### src/hw/ldr_pkg.sv
package ldr_pkg;

   // Register identity and layout
   localparam logic [7:0] REQ_LOW_OFFSET = 8'h38;   // Register address
   localparam int REG_WIDTH = 16;                   // Defined field bits
   localparam int RSP_WIDTH = 20;                   // Read response width
   localparam logic [15:0] REQ_RESET = 16'h0000;    // Value after any reset
   localparam int NUM_CH = 8;                       // Loop channels

   // Field positions
   localparam int MODE_BIT = 15;
   localparam int LEVEL_BIT = 14;
   localparam int PD_BIT = 13;
   localparam int SRC_MSB = 12;
   localparam int SRC_LSB = 11;
   localparam int SINK_BIT = 10;
   localparam int MON_MSB = 9;
   localparam int MON_LSB = 8;
   localparam int RES_MSB = 7;
   localparam int RES_LSB = 4;
   localparam int LEAK_MSB = 3;
   localparam int LEAK_LSB = 0;
   localparam int HL_TYPE_MSB = 7;
   localparam int HL_TYPE_LSB = 5;
   localparam int HL_PIN_BIT = 4;

   // Field encodings
   localparam logic [1:0] SRC_OFF = 2'h0;
   localparam logic [1:0] SRC_ON = 2'h1;
   localparam logic [1:0] SRC_BYPASS = 2'h2;
   localparam logic [1:0] SRC_ON_AMP = 2'h3;
   localparam logic [1:0] MON_OFF = 2'h0;
   localparam logic [1:0] MON_HIGH = 2'h1;
   localparam logic [1:0] MON_LOW_PD_OFF = 2'h2;
   localparam logic [1:0] MON_LOW_PD_ON = 2'h3;
   localparam logic [3:0] CH_LAST = 4'h7;

   // Analog control outputs, per channel
   typedef struct packed {
      logic [7:0] source_on;        // High-side source current on
      logic [7:0] bypass_on;        // Bypass current on
      logic source_level_8ma;       // 1: 8 mA, 0: 40 mA
      logic [7:0] sink_on;          // Low-side sink on
      logic [7:0] mon_high_side;    // Monitor to high-side pin
      logic [7:0] mon_low_side;     // Monitor to low-side pin
      logic [7:0] pulldown_on;      // Pull-down current on
      logic [7:0] diff_amp_sel;     // Resistance amplifier channel
      logic [7:0] res_mux_sel;      // Resistance path and full-path test channel
      logic [7:0] leak_mux_sel;     // Leakage path and HS/LS test channel
   } ldr_ctrl_type;

   // High-level request view
   typedef struct packed {
      logic valid;                  // Mode bit set
      logic [2:0] diag_type;        // High-level diagnostic type
      logic pin_sel;                // 1: high-side pin, 0: low-side pin
      logic [3:0] channel;          // Channel selector
   } ldr_hl_req_type;

endpackage

### src/hw/ldr_loop_diag_low_level_config.sv
`timescale 1ns/1ps
module ldr_loop_diag_low_level_config (
   input wire logic i_sys_clk,                     // 200 MHz clock
   input wire logic i_reset_n,                     // Power-on reset, sync, active low
   input wire logic i_warm_reset_state,            // Warm reset state request
   input wire logic i_soft_reset,                  // Soft reset request
   input wire logic i_wr_en,                       // Register write strobe
   input wire logic i_rd_en,                       // Register read strobe
   input wire logic [7:0] i_addr,                  // Register address
   input wire logic [15:0] i_wr_data,              // Write data
   output logic [19:0] o_rd_data,                  // Read response data
   output logic o_rd_valid,                        // Read response valid
   output logic [15:0] o_request,                  // Raw register contents
   output ldr_pkg::ldr_hl_req_type o_hl_request,   // High-level request view
   output ldr_pkg::ldr_ctrl_type o_ctrl            // Analog control lines
);

   // Block notes
   // - Only address 8'h38 is decoded; other addresses are ignored.
   // - A warm or soft reset clears the register and beats a write.
   // - A read in the same cycle as a write returns the old value.
   // - The decoded controls lag the stored register by one cycle.
   // - In high-level mode every low-level line is off and all
   //   pull-downs stay on; the sequencer outside takes over.
   // - Monitor code 11 with source or sink on is not blocked:
   //   keeping them off is left to the host.
   // - Selector codes above 7 open every mux on purpose.
   // - Read answers carry zeros in the four top bits.
   // - Controls hold between writes; rewriting a value is glitch free.
   // - Warm and soft reset are levels; holding them holds the clear.
   // - The power-on reset also clears the read answer.
   // - The pair partner of channel n is n with its low bit flipped.
   // - The sink current limit lives in the analog part, not here.
   // - The source level bit applies to source codes 01 and 11.
   // - Bypass (source code 10) has no level choice.
   // - Pull-down policy set overrides every monitor code.
   // - The high-level view repeats raw fields without checking them.
   // - Nothing here times or sequences a measurement.

   // Channel decode: one-hot for codes 0..7, nothing above
   // Codes 8..15 leave every mux open, so a stray write
   // can never steer current into a wrong loop
   function automatic logic [7:0] ch_decode(input logic [3:0] sel);
      logic [7:0] oh;
      // Default: no channel selected
      oh = 8'h00;
      if (sel <= ldr_pkg::CH_LAST)
      begin
         oh[sel[2:0]] = 1'b1;
      end
      return oh;
   endfunction

   // Partner of a channel pair: swap the low bit
   // Channels pair as 0/1, 2/3, 4/5 and 6/7
   // Used by the amplifier routing of source code 11
   function automatic logic [7:0] pair_swap(input logic [7:0] oh);
      logic [7:0] sw;
      sw = 8'h00;
      // Move every channel onto its partner
      for (int i = 0; i < ldr_pkg::NUM_CH; i++)
      begin
         sw[i ^ 1] = oh[i];
      end
      return sw;
   endfunction

   // Register state
   logic [15:0] req_r;                 // Stored register
   logic [15:0] req_nxt;               // Next register value

   // Read response state
   logic [19:0] rd_data_r;             // Read response
   logic [19:0] rd_data_nxt;           // Next read response
   logic rd_valid_r;                   // Read answer strobe
   logic rd_valid_nxt;                 // Next read answer strobe

   // Decoded outputs, registered so every output leaves a flip-flop
   ldr_pkg::ldr_ctrl_type ctrl_r;      // Registered analog controls
   ldr_pkg::ldr_ctrl_type ctrl_nxt;    // Next analog controls
   ldr_pkg::ldr_hl_req_type hl_r;      // Registered high-level view
   ldr_pkg::ldr_hl_req_type hl_nxt;    // Next high-level view

   // Bus decode
   logic addr_hit;                     // Address matches this register
   logic wr_hit;                       // Write taken this cycle
   logic rd_hit;                       // Read taken this cycle
   logic any_reset;                    // Warm or soft reset requested

   assign addr_hit = (i_addr == ldr_pkg::REQ_LOW_OFFSET);
   assign wr_hit = i_wr_en && addr_hit;                   // Write to this register
   assign rd_hit = i_rd_en && addr_hit;                   // Read of this register
   assign any_reset = i_warm_reset_state || i_soft_reset; // Either clearing reset

   // Register next value: resets clear, write loads
   // A reset in the same cycle as a write wins, so the host
   // never sees a half-applied write after a soft reset
   always_comb
   begin
      // Hold by default
      req_nxt = req_r;
      if (any_reset)
      begin
         // Warm or soft reset clears every field
         req_nxt = ldr_pkg::REQ_RESET;
      end
      else if (wr_hit)
      begin
         // Host write loads all sixteen bits at once
         req_nxt = i_wr_data;
      end
   end

   // Read response next value
   // Data holds between reads; the strobe lasts one cycle
   always_comb
   begin
      // Strobe answers only a read of this address
      rd_valid_nxt = rd_hit;
      rd_data_nxt = rd_data_r;
      if (rd_hit)
      begin
         // Unused upper response bits read as zero
         rd_data_nxt = {4'h0, req_r};
      end
   end

   // Decode fields into analog controls
   // Everything defaults to off, so an unused code
   // leaves the loops in their safest state
   // Controls follow the register one cycle later
   always_comb
   begin
      logic [7:0] res_oh;
      logic [7:0] leak_oh;
      logic [1:0] src;
      logic [1:0] mon;
      logic [7:0] attached;
      logic [7:0] pd_keep;
      // One-hot channel masks from both selectors
      res_oh = ch_decode(req_r[ldr_pkg::RES_MSB:ldr_pkg::RES_LSB]);
      leak_oh = ch_decode(req_r[ldr_pkg::LEAK_MSB:ldr_pkg::LEAK_LSB]);
      // Field slices used by the case statements
      src = req_r[ldr_pkg::SRC_MSB:ldr_pkg::SRC_LSB];
      mon = req_r[ldr_pkg::MON_MSB:ldr_pkg::MON_LSB];
      // Start from all-off
      ctrl_nxt = '0;
      attached = 8'h00;
      pd_keep = 8'h00;
      hl_nxt = '0;
      if (!req_r[ldr_pkg::MODE_BIT])
      begin
         // Low-level mode: fields drive the hardware directly
         // Muxes follow both selectors in low-level mode
         ctrl_nxt.res_mux_sel = res_oh;
         ctrl_nxt.leak_mux_sel = leak_oh;
         ctrl_nxt.source_level_8ma = req_r[ldr_pkg::LEVEL_BIT];
         unique case (src)
            // Source off everywhere
            ldr_pkg::SRC_OFF:
            begin
               ctrl_nxt.source_on = 8'h00;
            end
            // Source current on the resistance channel
            ldr_pkg::SRC_ON:
            begin
               ctrl_nxt.source_on = res_oh;
            end
            // Bypass current on the resistance channel
            ldr_pkg::SRC_BYPASS:
            begin
               ctrl_nxt.bypass_on = res_oh;
            end
            // Source current plus amplifier on the partner
            ldr_pkg::SRC_ON_AMP:
            begin
               ctrl_nxt.source_on = res_oh;
               ctrl_nxt.diff_amp_sel = pair_swap(res_oh);
            end
         endcase
         // Sink follows the resistance channel only
         if (req_r[ldr_pkg::SINK_BIT])
         begin
            ctrl_nxt.sink_on = res_oh;
         end
         unique case (mon)
            // Monitor disconnected
            ldr_pkg::MON_OFF:
            begin
               ctrl_nxt.mon_high_side = 8'h00;
            end
            // Monitor on the leakage channel high-side pin
            ldr_pkg::MON_HIGH:
            begin
               ctrl_nxt.mon_high_side = leak_oh;
            end
            // Monitor on the low-side pin, pull-down dropped
            ldr_pkg::MON_LOW_PD_OFF:
            begin
               ctrl_nxt.mon_low_side = leak_oh;
            end
            // Monitor on the low-side pin, pull-down kept
            ldr_pkg::MON_LOW_PD_ON:
            begin
               // Host has already turned source and sink off
               ctrl_nxt.mon_low_side = leak_oh;
               pd_keep = leak_oh;
            end
         endcase
         // Channels tied to monitor, sink or source lose pull-down
         // Monitor code 11 keeps its pull-down, masked below
         attached = ctrl_nxt.source_on | ctrl_nxt.bypass_on | ctrl_nxt.sink_on
            | ctrl_nxt.mon_high_side | ctrl_nxt.mon_low_side;
         // Policy set: every pull-down off
         // Policy clear: only attached channels lose it
         if (req_r[ldr_pkg::PD_BIT])
         begin
            ctrl_nxt.pulldown_on = 8'h00;
         end
         else
         begin
            ctrl_nxt.pulldown_on = ~(attached & ~pd_keep);
         end
      end
      else
      begin
         // High-level mode: reinterpret fields as a request
         // The outside sequencer owns the loops; keep them pulled down
         ctrl_nxt.pulldown_on = 8'hff;
         hl_nxt.valid = 1'b1;
         // Type and pin bits share the resistance selector field
         hl_nxt.diag_type = req_r[ldr_pkg::HL_TYPE_MSB:ldr_pkg::HL_TYPE_LSB];
         hl_nxt.pin_sel = req_r[ldr_pkg::HL_PIN_BIT];
         // Channel reuses the leakage selector field
         hl_nxt.channel = req_r[ldr_pkg::LEAK_MSB:ldr_pkg::LEAK_LSB];
      end
   end

   // Register group: power-on reset clears the stored fields
   always_ff @(posedge i_sys_clk)
   begin
      if (!i_reset_n)
      begin
         req_r <= ldr_pkg::REQ_RESET;
      end
      else
      begin
         req_r <= req_nxt;
      end
   end

   // Read response group: no answer pending after reset
   always_ff @(posedge i_sys_clk)
   begin
      if (!i_reset_n)
      begin
         rd_data_r <= 20'h00000;
         rd_valid_r <= 1'b0;
      end
      else
      begin
         rd_data_r <= rd_data_nxt;
         rd_valid_r <= rd_valid_nxt;
      end
   end

   // Decoded outputs: all lines off while reset is held
   always_ff @(posedge i_sys_clk)
   begin
      if (!i_reset_n)
      begin
         ctrl_r <= '0;
         hl_r <= '0;
      end
      else
      begin
         ctrl_r <= ctrl_nxt;
         hl_r <= hl_nxt;
      end
   end

   // Outputs come straight from the flip-flops above
   assign o_request = req_r;
   assign o_rd_data = rd_data_r;
   assign o_rd_valid = rd_valid_r;
   assign o_ctrl = ctrl_r;
   assign o_hl_request = hl_r;

endmodule

### config.mk
export PLATFORM = sky130hd
export DESIGN_NAME = ldr_loop_diag_low_level_config
export DESIGN_NICKNAME = d
export VERILOG_FILES = /design/src/hw/ldr_pkg.sv /design/src/hw/ldr_loop_diag_low_level_config.sv
export SDC_FILE = /design/constraint.sdc
export NUM_CORES = 1
export LEC_CHECK = 0
export ABC_AREA = 1
export BUFFER_PORTS_ARGS = -buffer_cell sky130_fd_sc_hd__buf_4
export CAP_MARGIN = 0
export CORE_ASPECT_RATIO = 0.8
export CORE_MARGIN = 2
export CORE_UTILIZATION = 30
export DETAILED_ROUTE_END_ITERATION = 10
export GPL_TIMING_DRIVEN = 0
export HOLD_SLACK_MARGIN = 0.1
export REMOVE_ABC_BUFFERS = 1
export SLEW_MARGIN = 20
export SYNTH_ARGS = -nofsm -noshare
export SYNTH_HDL_FRONTEND = slang
export SYNTH_SLANG_ARGS = --single-unit
### constraint.sdc
create_clock -name i_sys_clk -period 1.3 [get_ports i_sys_clk]
set_input_delay 0.26 -clock i_sys_clk [delete_from_list [all_inputs] [get_ports i_sys_clk]]
set_output_delay 0.26 -clock i_sys_clk [all_outputs]
set_load 0.01 [all_outputs]
==> impl_results.md <==
* Status: finished, final reports clean
* Final hold viol count at 0
* Area Growth Syn to Fin at 52.42%
* Global-route wire length before repair at between 15 and 20 mm
* Ports at 149
* CP top delay family: flip-flops
* Sequential cell area fraction in the yosys report at 58.21%
* Via density at 4.152
* CP Max Fanout at 5
* Critical Path, Cell by Cell: buf_4
* Drt first pass iters at 4
* Slowest CP cell: dfxtp_1
* Top Usage Layer GRT: met2
* HP Class: in -> reg
* Post-synth EDFFs at 0
* Via count at approximately 3500
* Leakage power at 3.036 nW
* Synth Flop Type: dfxtp_1
* Cell count after placement at 801
* Least-Margin Pin Slew at 0.6851 ns
* Initial antenna violation count at 0
* Core area at 12870 um^2
* Final clock skew at 0.005748 ns
* Total wire length at approximately 11 mm
* Longest Clk Path Bufs at 2
* H-tree depth at 4
* CP startpoint kind: register
* Syn avg cell area at just under 8 um^2
* Die W at between 100 and 150 um
* ANT nets after route at 0
* Wire per inst at around 13 um
* Routing usage on met2 at 23.21%
* Clock Latency Late Sink at roughly 0.4 ns
* Final setup violation count at 0
* GPL Wtd Cong at 0.8347
* Max VDD drop at between 800 and 900 uV
* Slew Viols, Final at 0
* Final min period at 1.258 ns
* Final non-filler cell total at 851
* Synth async-reset ratio at 0%
* Met3 Use GR at approximately 6%
* CP required at 1.04 ns
* DRT iter0 DRCs at 100
* CTS sink count at 115
* Die area at 14120 um^2
* CTS buffer count at 17
* Max-Cap Viols at 0
* Cell taking the most area after synthesis: dfxtp_1
* Ys Warns at 0
* Root Buffer: clkbuf_16
* Seq cells post-synth at between 100 and 150
* Cell Rows at 37
* Crit end category: output port
* Clk slew on worst S/H paths at 0.06 ns
* RSZ-0062 raised after global routing: yes
* Ranking of synthesized cells by area: dfxtp_1 (58%), nand2_1 (14%), nor2_1 (12%)
* Initial Util at a little under a third
* Post-DP HPWL at between 7 and 8 mm
* Synthesized area at 3955 um^2
* Grt total ovfl at 0
* CP arrival at 1.00 ns
* Share of layout cells above drive strength 1 at 34.62%
* Yosys cell types at 21
* Power per standard cell area at ~1400 nW/um^2
* Final period util at between 90% and 100%
* Vias in the first global route at ~3300
* Fmax at approximately 0.8 GHz
* Synth Instances at 497
* Largest net degree at the start of global routing at 34
* Reg2reg setup slack at 0.08 ns
* Crit Path Class: reg -> out
* DRC violations left at 0
* Slew margin rel. at 54.18%
* Die height at 106.7 um
* Placed Area at 5131 um^2
* CP max stage delay at 0.43 ns
* Crit path buf inv count at 1
* Final instance area at 6028 um^2
* Nets@finish at between 600 and 700
* ANT cells at 0
* IO buf count at 144
* Fill cell count at 1265
* Global Route met1 Usage at 19.21%
* Gr usage total at 15.31%
* Yosys top cell area share at 58.21%
* CTS tree: yes
## repair_timing
item / CTS / global route
gates resized for setup: 5 / 37
pin swaps: 0 / 2
hold endpoints to repair: 16 / 0
setup buffers: 2 / 0
hold buffers: 16 / 0
endpoints found under the setup margin: 18 / 56
## Yosys cell counts, types with 2 or more instances
cell and n:
nand2_1 147, nor2_1 125, dfxtp_1 115, inv_1 54
nor3_1 13, nor3_2 11, buf_6 6, buf_4 5
clkbuf_1 4, buf_2 3, nand3_2 3, nor2_2 2
## final timing paths
path / cells after the start / to / startpoint
worst max-delay path: 1 / o_request[5] / o_request[5]
worst min-delay path: 4 / o_request[15] / i_warm_reset_state
worst max register to register: 8 / o_ctrl[29] / o_request[1]
worst min register to register: 2 / o_ctrl[56] / o_request[14]
## state kept, by name (all words and copies together), names as in the netlist
signal / cells
o_rd_data: 16
o_request: 16
o_hl_request: 9
o_rd_valid: 1
o_ctrl: 73
## per-layer routing
layer  vias up  routed length [um]
met5         -                   0
li1       1811                   -
met4         0                 174
met3        16                 803
met2       126                4722
met1      1580                4971
## stage by stage
step	hold WS [ns]	total power, mW	TNS (ns)	setup WS [ns]	utilization [%]
3_3_place_gp	0.4814	3.822	-10.98	-0.3076	39.87
4_1_cts	0.1683	8.756	0	0.004786	46.19
5_1_grt	0.1922	8.943	-1.622	-0.1077	46.84
2_1_floorplan	0.3804	3.695	0	0.08150	-
6_report	0.1814	8.666	0	0.04211	46.84
3_5_place_dp	0.4875	3.824	-12.54	-0.3741	39.87
## power by group
group / internal, mW / switching, mW / leakage, nW
logic: 0.123 / 0.110 / 1.79
clock network: 3.15 / 1.73 / 0.309
registers: 3.54 / 0.00743 / 0.934
## cell type report
type	instances	area, um^2	share of cell area, %
inverters	57	231.5	3.840
clock inverters	13	173.9	2.885
clock buffers	19	452.9	7.513
well taps	175	219.0	3.632
flip-flops and latches	115	2315	38.40
multi-input cells	310	1380	22.89
repair buffers	162	1256	20.84
## worst register-to-register path, cell delays in order (launching register included)
cell and delay (ns):
dfxtp_2 0.36, inv_1 0.13, nand2_1 0.14, nor2_2 0.17, nand2_1 0.07, nand2_1 0.07, nand2_1 0.04, nand2_1 0.05
nand2_1 0.06
## placed cells by master (no fill, tap or decap), drive strengths merged
cell         synthesis  routed
buf                 14     146
bufinv               0       3
clkbuf               4      19
clkinv               1       6
clkinvlp             0       2
conb                 1       4
dfxtp              115     115
dlygate4sd3          0      16
inv                 56      59
nand2              148     148
nand3                4       4
nand4                1       1
nor2               128     128
nor3                25      25
## cell families (layout without fill, tap and decap cells)
kind of cell           count (synthesis)  in the layout  share of synthesized area, %
AND/OR/NAND/NOR                      306            306                         32.68
buffers and inverters                 75            251                         9.016
other                                  1              4                       0.09482
flip-flops                           115            115                         58.21
Note: power is estimated with default switching activity, not from simulation.
